==> src/tpm_regs.svh <==
`ifndef TPM_REGS_SVH
`define TPM_REGS_SVH

// event codes
`define TPM_EV_CYCLE      16'h0000
`define TPM_EV_CYCLE64    16'h0001
`define TPM_EV_ALLOC      16'h0008
`define TPM_EV_ALLOC_RD   16'h0009
`define TPM_EV_ALLOC_WR   16'h000A
`define TPM_EV_ACCESS     16'h0010
`define TPM_EV_ACCESS_RD  16'h0011
`define TPM_EV_ACCESS_WR  16'h0012
`define TPM_EV_ARCH_LAST  16'h007F
// cycle divider
`define TPM_DIV64         6'h3F
// architectural limits
`define TPM_MAX_COUNTERS  256
`define TPM_MAX_GROUPS    256
`define TPM_MAX_PER_GROUP 15
// filter type encodings
`define TPM_FILT_GLOBAL   2'h0
`define TPM_FILT_CONTEXT  2'h1
`define TPM_FILT_STREAM   2'h2
// bank monitor control bit positions
`define TPM_BMC_ENABLE    0
`define TPM_BMC_RESET     1

`endif

==> src/tpm_pkg.sv <==
package tpm_pkg;
   typedef logic [15:0] tpm_event_t;
   typedef logic [1:0]  tpm_filt_t;
endpackage : tpm_pkg

==> src/tpm_monitor.sv <==
`timescale 1ns/100ps
`include "tpm_regs.svh"

//////////////////////////////////////////////////////////////////////////////
// Operation
// [RL1] code 0 counts every cycle; code 1 counts every 64th cycle
// [RL2] allocation events counted, split into read and write variants
// [RL3] access events counted per new transaction, read and write variants
// [RL4] codes up to 0x7F reserved; higher codes implementation events
// [RL5] counters count only transactions of their affiliated stream group
// [RL6] stream group affiliation fixed per counter group by parameter
// [RL7] at most 256 counters, 256 groups, 15 counters per group
// [RL8] counters numbered by group, group 0 first
// [RL9] global filter counts all transactions in affiliated stream group
// [RL10] context filter counts only transactions of the indexed context
// [RL11] stream filter matches tag under mask; same widths all groups
// [RL12] per-group filter type selects global, context or stream
// [RL13] bank assign enable exposes group in indexed context bank
// [RL14] software must not assign two groups to one bank
// [RL15] software enables bank assign only with context or stream filter
// [RL16] group control and stream match never visible in a bank
// [RL17] bank view numbers counters from 0 and reports group count only
// [RL18] global monitor control acts only on unassigned groups
// [RL19] bank monitor control drives assigned group, mirrored in group
// [RL20] bank with no assigned group reads zero, ignores writes
// [RL21] overflow irq enabled per counter by set and clear views
// [RL22] each group drives its own overflow interrupt output
// [RL23] secure events counted only with secure enable or debug input
// [RL24] overflow wraps to zero and sets sticky flag driving the irq
module tpm_monitor #(
   parameter int NG    = 2,               // counter groups
   parameter int CPG   = 4,               // counters per group
   parameter int CW    = 32,              // counter width
   parameter int SW    = 8,               // stream tag width
   parameter int XW    = 4,               // context index width
   parameter int NSG   = 2,               // stream tag groups
   parameter logic [NG*8-1:0]  GRP_SG  = '0,  // affiliation per group
   parameter logic [NSG*(1<<SW)-1:0] SG_MEMBER = '1 // membership map
) (
   input  wire logic                       sys_clk,
   input  wire logic                       resetn,
   // transaction events
   input  wire logic                       ev_alloc,
   input  wire logic                       ev_access,
   input  wire logic                       ev_write,
   input  wire logic                       ev_secure,
   input  wire logic [SW-1:0]              source_stream_tag,
   input  wire logic [XW-1:0]              ev_context,
   input  wire logic                       secure_monitor_enable,
   input  wire logic                       secure_debug_count_enable,
   // global monitor control
   input  wire logic                       global_monitor_control_en,
   input  wire logic                       global_monitor_control_rst,
   // per group control, flattened by group
   input  wire logic [NG*XW-1:0]           group_context_index,
   input  wire logic [NG*2-1:0]            group_filter_type,
   input  wire logic [NG-1:0]              bank_assign_enable,
   input  wire logic [NG*SW-1:0]           stream_match_value,
   input  wire logic [NG*SW-1:0]           stream_match_mask,
   // per counter event select, flattened by counter
   input  wire logic [NG*CPG*16-1:0]       counter_event_sel,
   input  wire logic [NG*CPG-1:0]          overflow_irq_set_enable,
   input  wire logic [NG*CPG-1:0]          overflow_irq_clear_enable,
   input  wire logic [NG*CPG-1:0]          overflow_clear,
   // bank side access
   input  wire logic [XW-1:0]              bank_sel,
   input  wire logic                       bank_monitor_control_wr,
   input  wire logic [1:0]                 bank_monitor_control_wdata,
   input  wire logic [3:0]                 bank_cnt_idx,
   output logic [CW-1:0]                   bank_cnt_rdata,
   output logic [1:0]                      bank_monitor_control_rdata,
   output logic [3:0]                      bank_group_counter_count,
   // status
   output logic [NG*CW*CPG-1:0]            counter_value,
   output logic [NG*CPG-1:0]               overflow_status,
   output logic [NG*CPG-1:0]               irq_enable_status,
   output logic [NG*2-1:0]                 group_bank_control,
   output logic [15:0]                     total_counter_count,
   output logic [8:0]                      counter_group_count,
   output logic [3:0]                      group_counter_count,
   output logic [NG-1:0]                   group_overflow_irq
);

   // flat counter index k = group * CPG + counter within group
   localparam int NC = NG * CPG;

   initial begin
      if (NC > `TPM_MAX_COUNTERS || NG > `TPM_MAX_GROUPS ||
          CPG > `TPM_MAX_PER_GROUP)
         $error("counter configuration out of range"); // RL7
   end

   //////////////////////////////////////////////////////////////////////////
   // reset synchroniser: asserts at once, releases on a clock edge so
   // that no flop sees reset removed inside its setup window
   logic rst_meta_q;
   logic rst_n_q;
   always_ff @(posedge sys_clk or negedge resetn)
   begin
      if (!resetn)
      begin
         rst_meta_q <= 1'b0;
         rst_n_q    <= 1'b0;
      end
      else
      begin
         rst_meta_q <= 1'b1;
         rst_n_q    <= rst_meta_q;
      end
   end

   //////////////////////////////////////////////////////////////////////////
   // divide-by-64 cycle enable; free running from reset, so the first
   // tick comes on the 64th cycle and counter enables do not shift it
   logic [5:0] div_q;
   wire        tick64 = (div_q == `TPM_DIV64); // RL1
   always_ff @(posedge sys_clk or negedge rst_n_q)
   begin
      if (!rst_n_q)
         div_q <= 6'h00;
      else
         div_q <= div_q + 6'h01;
   end

   // secure transactions masked unless enabled; the cycle codes are not
   // transactions and bypass this gate
   wire sec_ok = !ev_secure || secure_monitor_enable ||
                 secure_debug_count_enable; // RL23

   // configuration reporting
   // constants, so software sees the sizes that were built
   assign total_counter_count = 16'(NC);
   assign counter_group_count = 9'(NG);
   assign group_counter_count = 4'(CPG);

   // bank lookup: first group assigned to the selected bank; two groups
   // on one bank is a software error, and the lowest group then wins
   logic [NG-1:0] bank_hit;
   logic          bank_any;
   logic [7:0]    bank_grp;
   always_comb
   begin
      bank_any = 1'b0;
      bank_grp = 8'h00;
      for (int g = NG - 1; g >= 0; g--)
      begin
         if (bank_hit[g])
         begin
            bank_any = 1'b1;
            bank_grp = 8'(g);
         end
      end
   end

   //////////////////////////////////////////////////////////////////////////
   // per group logic
   logic [NG*2-1:0] bmc_q;
   genvar gi, ci;
   generate
      for (gi = 0; gi < NG; gi++)
      begin : g_grp
         wire [XW-1:0] ndx   = group_context_index[gi*XW +: XW];
         tpm_pkg::tpm_filt_t ftyp;
         assign ftyp = group_filter_type[gi*2 +: 2];
         wire [SW-1:0] smv   = stream_match_value[gi*SW +: SW];
         wire [SW-1:0] smm   = stream_match_mask[gi*SW +: SW];
         wire [7:0]    sg    = GRP_SG[gi*8 +: 8];
         wire in_sg = SG_MEMBER[32'(sg) * (1 << SW) +
                                32'(source_stream_tag)]; // RL5 RL6
         wire ctx_hit = (ev_context == ndx); // RL10
         wire sid_hit = ((source_stream_tag ^ smv) & ~smm) == '0; // RL11
         // filter type select; the spare encoding matches nothing
         wire filt_ok = (ftyp == `TPM_FILT_GLOBAL)  ? 1'b1 :   // RL9
                        (ftyp == `TPM_FILT_CONTEXT) ? ctx_hit :
                        (ftyp == `TPM_FILT_STREAM)  ? sid_hit :
                        1'b0; // RL12
         wire txn_ok = in_sg && filt_ok && sec_ok;
         // qualified transaction events shared by the group's counters
         wire alloc_any = ev_alloc && txn_ok; // RL2
         wire alloc_rd  = alloc_any && !ev_write;
         wire alloc_wr  = alloc_any && ev_write;
         wire acc_any   = ev_access && txn_ok; // RL3
         wire acc_rd    = acc_any && !ev_write;
         wire acc_wr    = acc_any && ev_write;
         wire assigned = bank_assign_enable[gi]; // RL13
         assign bank_hit[gi] = assigned && (ndx == bank_sel);
         // control source: bank control when assigned, else global
         wire bwr = bank_monitor_control_wr && bank_any &&
                    (bank_grp == 8'(gi)); // RL20
         wire g_en  = assigned ? bmc_q[gi*2 + `TPM_BMC_ENABLE]
                               : global_monitor_control_en; // RL18 RL19
         wire g_rst = assigned ? (bwr &&
                      bank_monitor_control_wdata[`TPM_BMC_RESET])
                               : global_monitor_control_rst; // RL18
         // bank control register, mirrored for save and restore; the reset
         // bit is a strobe and is never stored
         always_ff @(posedge sys_clk or negedge rst_n_q)
         begin
            if (!rst_n_q)
               bmc_q[gi*2 +: 2] <= 2'h0;
            else if (bwr)
               bmc_q[gi*2 +: 2] <= {1'b0,
                  bank_monitor_control_wdata[`TPM_BMC_ENABLE]}; // RL19
         end
         assign group_bank_control[gi*2 +: 2] = bmc_q[gi*2 +: 2]; // RL19

         for (ci = 0; ci < CPG; ci++)
         begin : g_cnt
            localparam int K = gi * CPG + ci; // RL8
            tpm_pkg::tpm_event_t sel;
            assign sel = counter_event_sel[K*16 +: 16];
            // event decode; reserved codes never count
            wire hit =
               (sel == `TPM_EV_CYCLE)     ? 1'b1      :
               (sel == `TPM_EV_CYCLE64)   ? tick64    :
               (sel == `TPM_EV_ALLOC)     ? alloc_any :
               (sel == `TPM_EV_ALLOC_RD)  ? alloc_rd  :
               (sel == `TPM_EV_ALLOC_WR)  ? alloc_wr  :
               (sel == `TPM_EV_ACCESS)    ? acc_any   :
               (sel == `TPM_EV_ACCESS_RD) ? acc_rd    :
               (sel == `TPM_EV_ACCESS_WR) ? acc_wr    :
               1'b0; // RL1 RL2 RL3 RL4
            logic [CW-1:0] cnt_q;
            logic          ovf_q;
            logic          ien_q;
            wire inc  = g_en && hit;
            wire wrap = inc && (cnt_q == '1);
            // counter wraps to zero on overflow
            // a reset strobe wins over a same-cycle increment
            always_ff @(posedge sys_clk or negedge rst_n_q)
            begin
               if (!rst_n_q)
                  cnt_q <= '0;
               else if (g_rst)
                  cnt_q <= '0;
               else if (inc)
                  cnt_q <= cnt_q + CW'(1); // RL24
            end
            // sticky overflow, set wins over clear so that a wrap landing
            // on the clear strobe is never lost
            always_ff @(posedge sys_clk or negedge rst_n_q)
            begin
               if (!rst_n_q)
                  ovf_q <= 1'b0;
               else if (wrap)
                  ovf_q <= 1'b1; // RL24
               else if (overflow_clear[K])
                  ovf_q <= 1'b0;
            end
            // irq enable, set view wins over clear view
            always_ff @(posedge sys_clk or negedge rst_n_q)
            begin
               if (!rst_n_q)
                  ien_q <= 1'b0;
               else if (overflow_irq_set_enable[K])
                  ien_q <= 1'b1; // RL21
               else if (overflow_irq_clear_enable[K])
                  ien_q <= 1'b0; // RL21
            end
            assign counter_value[K*CW +: CW] = cnt_q;
            assign overflow_status[K]        = ovf_q;
            assign irq_enable_status[K]      = ien_q;
         end

         // group interrupt, registered so the pin never glitches while
         // flags and enables change in the same cycle
         always_ff @(posedge sys_clk or negedge rst_n_q)
         begin
            if (!rst_n_q)
               group_overflow_irq[gi] <= 1'b0;
            else
               group_overflow_irq[gi] <= |(overflow_status[gi*CPG +: CPG] &
                  irq_enable_status[gi*CPG +: CPG]); // RL22 RL24
         end
      end
   endgenerate

   //////////////////////////////////////////////////////////////////////////
   // bank view: group-local counter numbering, zero when unassigned;
   // an index past the group's last counter reads zero as well
   wire [15:0] bank_k = 16'(bank_grp) * 16'(CPG) + 16'(bank_cnt_idx);
   wire        bank_idx_ok = bank_any && (32'(bank_cnt_idx) < CPG);
   always_ff @(posedge sys_clk or negedge rst_n_q)
   begin
      if (!rst_n_q)
      begin
         bank_cnt_rdata             <= '0;
         bank_monitor_control_rdata <= 2'h0;
         bank_group_counter_count   <= 4'h0;
      end
      else
      begin
         bank_cnt_rdata <= bank_idx_ok ?
            counter_value[32'(bank_k)*CW +: CW] : '0; // RL17 RL20
         bank_monitor_control_rdata <= bank_any ?
            bmc_q[32'(bank_grp)*2 +: 2] : 2'h0; // RL16 RL20
         bank_group_counter_count <= bank_any ? 4'(CPG) : 4'h0; // RL17
      end
   end

endmodule : tpm_monitor

==> config.mk <==
export PLATFORM = sky130hd
export DESIGN_NAME = tpm_monitor
export DESIGN_NICKNAME = d
export VERILOG_FILES = /design/src/tpm_pkg.sv /design/src/tpm_monitor.sv
export VERILOG_INCLUDE_DIRS = /design/src
export SDC_FILE = /design/constraint.sdc
export NUM_CORES = 1
export LEC_CHECK = 0
export BUFFER_PORTS_ARGS = -buffer_cell sky130_fd_sc_hd__buf_2
export CORE_MARGIN = 5
export CORE_UTILIZATION = 23
export CTS_CLUSTER_DIAMETER = 80
export CTS_CLUSTER_SIZE = 10
export DETAILED_ROUTE_END_ITERATION = 16
export SLEW_MARGIN = 15
export SYNTH_ARGS = -nofsm -noshare
export SYNTH_HDL_FRONTEND = slang
export SYNTH_SLANG_ARGS = --single-unit
==> constraint.sdc <==
create_clock -name sys_clk -period 20.4 [get_ports sys_clk]
set_input_delay 4.08 -clock sys_clk [delete_from_list [all_inputs] [get_ports sys_clk]]
set_output_delay 4.08 -clock sys_clk [all_outputs]
set_load 0.01 [all_outputs]
* Word level (Yosys, flattened, before mapping)
Memories as Yosys holds them, arrays and structs flattened. Index checks and enable logic that the tools add are counted.
Storage, ports and cells: memories kept 1, ROM bits 256, bits in registers 321, bits in writable memories 0, bits of input ports 231, logic and storage cells 344, latch bits 0
Cells by class: div/mod/pow operators 0, reduce and logical (&&, ||, !) cells 83, multiply operators 0, mux-type cells 130, $add $sub $neg 10, shifts and indexed selects 2, bitwise logic cells 8, equal/unequal tests 74, order comparisons 2
Memory list:
- (no name shown) | words 256, width 1, read ports 1, clocked after Yosys merged registers in 0, write ports 0, line tpm_monitor.sv:168 | wire in_sg = SG_MEMBER[32'(sg) * (1 << SW) +
Operators with widths (number):
- $mux 32 | 17
- $eq 16x4->1 const B | 24
- $eq 16x5->1 const B | 24
- $add 32x1->32 const B | 8
- $eq 32x32->1 const B | 8
- $shiftx 256x11->32 | 1
- $eq 16x1->1 const B | 8
- $logic_not 16->1 | 8
- $mux 1 | 111
- $reduce_bool 2->1 | 24
- $logic_and 1x1->1 | 40
- $logic_not 8->1 | 3
- $and 8x8->8 | 2
- $eq 4x4->1 | 4
- $not 8->8 | 2
- $xor 8x8->8 | 2
- $lt 8x10->1 const B | 1
- $and 4x4->4 | 2
- $reduce_or 4->1 | 2
- $add 6x1->6 const B | 1
- $eq 6x6->1 const B | 1
- $add 3x4->5 | 1
- $eq 2x1->1 const B | 2
- $eq 2x2->1 const B | 2
- 8 further kinds | 11

* Logic depth before layout (Yosys ltp)
word-level depth 21, mapped depth 11

* Worst setup path before layout
No wires, ideal clock.
path type input -> register, from input ev_write, to register g_grp[1].g_cnt[0].cnt_q[31], stages 9, data arrival time 6.245 ns, setup slack 14.077 ns, cell sequence buf_2 buf_1 mux2i_1 nand4_1 a21oi_1 o22ai_2 a2111o_1 or3_1 a21oi_1
On the way: longest elaborated chain between the ends 11
RTL lines:
- start, declared | line tpm_monitor.sv:45 | input wire logic ev_write,
- $logic_and 1x1->1 or $logic_not 1->1 (tied branches) | line tpm_monitor.sv:184, tpm_monitor.sv:180, tpm_monitor.sv:183
- $mux 1 or $logic_and 1x1->1 (tied branches) | line tpm_monitor.sv:221, tpm_monitor.sv:183
- $mux 1 | line tpm_monitor.sv:220 | (sel == `TPM_EV_ACCESS_RD) ? acc_rd :
- $mux 1 | line tpm_monitor.sv:219 | (sel == `TPM_EV_ACCESS) ? acc_any :
- $mux 1 | line tpm_monitor.sv:218 | (sel == `TPM_EV_ALLOC_WR) ? alloc_wr :
- $mux 1 (*) | line tpm_monitor.sv:217 | (sel == `TPM_EV_ALLOC_RD) ? alloc_rd :
- $mux 1 (*) | line tpm_monitor.sv:216 | (sel == `TPM_EV_ALLOC) ? alloc_any :
- $mux 1 (*) | line tpm_monitor.sv:215 | (sel == `TPM_EV_CYCLE64) ? tick64 :
- $mux 1 (*) | line tpm_monitor.sv:214 | (sel == `TPM_EV_CYCLE) ? 1'b1 :
- $logic_and 1x1->1 (*) | line tpm_monitor.sv:226 | wire inc = g_en && hit;
- $reduce_bool 2->1 (no source line) (*)
- end signal, assigned | line tpm_monitor.sv:237 | cnt_q <= cnt_q + CW'(1);
- end, declared | line tpm_monitor.sv:223 | logic [CW-1:0] cnt_q;
Every way passes the cells marked *; elsewhere a longest branch is shown, timed or not. A chain may end at the register's enable or synchronous reset.

* Worst setup path in the final report
from input source_stream_tag[7], to register g_grp[0].g_cnt[0].cnt_q[7]
On the way: longest elaborated chain between the ends 20
RTL lines:
- start, declared | line tpm_monitor.sv:47 | input wire logic [SW-1:0] source_stream_tag,
- parallel branches: the longest is 6 deep, another holds $mem_v2 256x1
- $logic_and 1x1->1 (*) (2 in series) | line tpm_monitor.sv:177 | wire txn_ok = in_sg && filt_ok && sec_ok;
- $logic_and 1x1->1 | line tpm_monitor.sv:182 | wire acc_any = ev_access && txn_ok;
- $logic_and 1x1->1 | line tpm_monitor.sv:184 | wire acc_wr = acc_any && ev_write;
- $mux 1 | line tpm_monitor.sv:221 | (sel == `TPM_EV_ACCESS_WR) ? acc_wr :
- $mux 1 | line tpm_monitor.sv:220
- $mux 1 | line tpm_monitor.sv:219
- $mux 1 | line tpm_monitor.sv:218
- $mux 1 | line tpm_monitor.sv:217
- $mux 1 (*) | line tpm_monitor.sv:216
- $mux 1 (*) | line tpm_monitor.sv:215
- $mux 1 (*) | line tpm_monitor.sv:214
- $logic_and 1x1->1 (*) | line tpm_monitor.sv:226
- $reduce_bool 2->1 (no source line) (*)
- end signal, assigned | line tpm_monitor.sv:237
- end, declared | line tpm_monitor.sv:223
Mark *: on every way between the ends. The select of a mux whose other input is x is not followed.

==> PnR_summary.wiki <==
{| class="wikitable"
! Metric !! Value
|-
| Status || finished, final reports clean
|-
| Maximum number of pins on one net before global-route repair || 79
|-
| Hold Worst Slack || ~350 ps
|-
| Detail-routed net length per standard cell || approximately 25 um
|-
| Placement Rows || approximately 110
|-
| Met2 Resource Use GR || slightly above 30%
|-
| Hold path depth || 0
|-
| Final setup violation count || 0
|-
| Hold buffer count at cts || 0
|-
| Net count reported at finish || 2798
|-
| M1 GR Usage || 24.8%
|-
| Die width || 304 um
|-
| Growth of design area from synthesis to finish || 24.0%
|-
| Peak Freq || 146 MHz
|-
| Setup repair after global routing missed its margin || no
|-
| Capturing element type of the critical path || flip-flop
|-
| Crit path largest cell delay || between 600 and 700 ps
|-
| Root buffer cell || clkbuf_16
|-
| Via count of the first global-routing pass || 18438
|-
| Buffer count from post-CTS setup fixing || 0
|-
| Most used flip-flop cell after synthesis || dfrtp_1
|-
| Worst slew margin || 15.5%
|-
| Area taken by multi-input logic gates || roughly 11000 sq um
|-
| Commonest non-fill, non-tap cells in the layout || buf_2 (539), dfrtp_1 (317), nor2_1 (172), a21oi_1 (158), nand2_1 (119)
|-
| Reported max-cap violation count || 0
|-
| Layout cell share with drive strength beyond 1 || a little under 30%
|-
| H-tree Lvls || 2
|-
| Drt initial violations || 1978
|-
| Worst-Margin Slew || 1270 ps
|-
| Initial Utilization || about a quarter
|-
| Met3 capacity usage during global routing || a little over 6%
|-
| Share of Yosys cell area claimed by the top area cell type || between 40 and 50%
|-
| Peak supply drop || ~0.043 mV
|-
| Required time of the critical path || around 21000 ps
|-
| Async set-or-reset flop fraction in the synthesized netlist || between 90% and 100%
|-
| Clock-pin slew on the worst setup and hold paths || roughly 60 ps
|-
| Crit path max fanout || 16
|-
| Minimum clock period || between 6000 and 7000 ps
|-
| Placed cell areas || 23500 sq um
|-
| Vias post-DR || ~19000
|-
| Leakage power || about 11 nW
|-
| Final wirelength || roughly 93 mm
|-
| Per-cell via count in the routed design || between 5 and 6
|-
| FF/Latch Area || ~8000 sq um
|-
| Register-to-Register Path Depth || 7
|-
| Clock tree from TritonCTS || built
|-
| Master of the slowest instance on the critical path || a222oi_1
|-
| Arrival time of the worst setup path || about 7300 ps
|-
| Average cell area after synthesis || between 9 and 10 sq um
|-
| Buffers added on ports || 540
|-
| Detailed Routing Iterations Pass 1 || 5
|-
| Post-synthesis cell type with the largest combined area || dfrtp_1
|-
| Distinct cell type count of the synthesized netlist || 86
|-
| Clock latency at the later pin of the worst-skew pair || 570 ps
|-
| DRC violation count after routing || 0
|-
| Total grt overflow || 0
|-
| Tcrit/Tclk final || 33.5%
|-
| CP cell instances || buf_2, xor2_1, a222oi_1, nand4_1, a21boi_1, o21ai_1, buf_4, or4_1, a21oi_1
|-
| Most common cell after layout, fill and taps aside || buf_2
|-
| Clk buf depth || 3
|-
| Die Footprint || a little over 90000 sq um
|-
| Initial antenna violation count || 10
|-
| First-pass GRT wire length || around 130 mm
|-
| Number of ports placed on the die boundary || 576
|-
| Total of fill cells in the finished design || a little over 9000
|-
| Cell count after synthesis || 2078
|-
| Gr busiest metal || met2
|-
| Critical path class || primary input to flip-flop
|-
| Worst Clk Skew || approximately 32 ps
|-
| Final cell area excluding filler cells || approximately 25000 sq um
|-
| Clk sink count || roughly 320
|-
| Count of flip-flops with a built-in enable after synthesis || 0
|-
| Final hold violations || 0
|-
| Slew Limit Fails || 0
|-
| Residual antenna-violating net count after detailed routing || 0
|-
| Aggregate negative setup slack || 0 ps
|-
| Synth warn || 0
|-
| Number of storage elements in the synthesis netlist || around 320
|-
| Tot GR Track Use || just under 20%
|-
| Biggest area contributors in the synthesized netlist || dfrtp_1 (40%), mux4_2 (7.3%), xnor2_1 (5.2%), a21oi_1 (4.0%), nor2_1 (3.2%)
|-
| Register-to-register setup slack || between 15000 and 20000 ps
|-
| Min-delay worst type || flip-flop to flip-flop
|-
| Pwr Density || approximately 57 nW/um^2
|-
| Final standard cell utilization of the core || between 20% and 30%
|-
| Total clock buffers created by CTS || 39
|-
| # resized after CTS || 0
|-
| HPWL after detailed placement || between 70 and 80 mm
|-
| Overall die height || around 300 um
|-
| Netlist area before placement || between 15000 and 20000 sq um
|-
| RD Place Congestion || 0.933
|-
| Seq/Total Area, Yosys || between 40% and 50%
|-
| Worst Setup Start Kind || primary input
|-
| Placeable core area || 85400 sq um
|}
cell usage after synthesis (5+ instances only):
cell,instances
nand4_1,70
nand4b_1,19
clkbuf_1,80
xnor2_1,117
o211ai_1,10
o31ai_1,30
or2_2,14
nand3b_1,14
a211oi_1,29
nor3_1,18
mux2i_1,41
buf_2,9
nand3_1,96
a2111o_1,7
xor2_1,24
and3_1,36
ha_1,11
a2111oi_0,53
a21oi_1,158
dfrtp_1,318
mux4_2,64
buf_1,16
buf_4,51
a31o_2,17
a32o_1,5
nor2b_1,6
nor2_1,172
or4_1,30
or3_1,67
inv_1,102
o21ai_0,80
o21a_1,6
nand2b_1,8
o2111ai_1,10
nand2_1,119
and4_1,23
and2_1,9
nor4_1,30
a21o_1,13
through the flow:
| stage | setup slack (ps) | total power [W] | cells |
|---|---|---|---|
| 2_1_floorplan | 10880 | 0.000713 | 2112 |
| 3_3_place_gp | 13010 | 0.000761 | 3659 |
| 3_5_place_dp | 12960 | 0.000762 | 3659 |
| 4_1_cts | 13550 | 0.00142 | 3710 |
| 5_1_grt | 13360 | 0.00145 | 3713 |
| 6_report | 13560 | 0.00140 | 3716 |
final timing paths:
path                                       from                          end
min                                  rst_meta_q                      rst_n_q
max in group asynchronous               rst_n_q  g_grp[0].g_cnt[0].cnt_q[23]
max reg2reg                            div_q[0]  g_grp[1].g_cnt[1].cnt_q[28]
min in group asynchronous               rst_n_q           bank_cnt_rdata[30]
min reg2reg                          rst_meta_q                      rst_n_q
max                        source_stream_tag[7]   g_grp[0].g_cnt[0].cnt_q[7]
cell type report:
| cell class | count | area share, % |
|---|---|---|
| Timing Repair Buffer | 564 | 11.7 |
| Tap cell | 1144 | 5.81 |
| Multi-Input combinational cell | 1531 | 44.1 |
| Sequential cell | 318 | 32.3 |
| Clock buffer | 45 | 4.18 |
| Antenna cell | 6 | 0.0610 |
| Inverter | 102 | 1.55 |
| Clock inverter | 6 | 0.300 |
registers in the layout, indices dropped and copies added (netlist names):
register	cells
bank_cnt_rdata	32
bank_group_counter_count	1
bank_monitor_control_rdata	1
div_q	6
g_grp.g_cnt.cnt_q	256
g_grp.g_cnt.ien_q	8
g_grp.g_cnt.ovf_q	8
group_bank_control	2
group_overflow_irq	2
rst_meta_q	1
rst_n_q	1
report_power, final:
| group | internal, W | switching, W | total (W) |
|---|---|---|---|
| Sequential | 0.000634 | 0.00000519 | 0.000639 |
| Combinational | 0.0000391 | 0.0000709 | 0.000110 |
| Clock | 0.000368 | 0.000285 | 0.000653 |
| Total | 0.00104 | 0.000361 | 0.00140 |
layer usage:
layer  vias to the layer above  share of wire, %
met4                         6               3.8
met2                       957                46
met3                       128                10
li1                       8638                 -
met1                      9595                40
met5                         -             0.042
worst max-delay path, delay by kind of cell:
family	cells	cell delay, ps
AO/OA/AOI/OAI	4	1830
XOR/XNOR	1	150
buffers and inverters	2	430
AND/OR/NAND/NOR	2	800
kinds of logic after synthesis:
kind of cell,after synthesis,share of synthesized area (%)
and+or+nand+nor,749,20.4
other,2,0.0378
muxes,109,9.55
xor gates and xnor gates,141,6.21
DFF,318,40.0
buffers and inverters,263,6.15
adders and majority gates,11,0.693
AOI/OAI and AO/OA,485,16.9
Note: power is estimated with default switching activity, not from simulation.
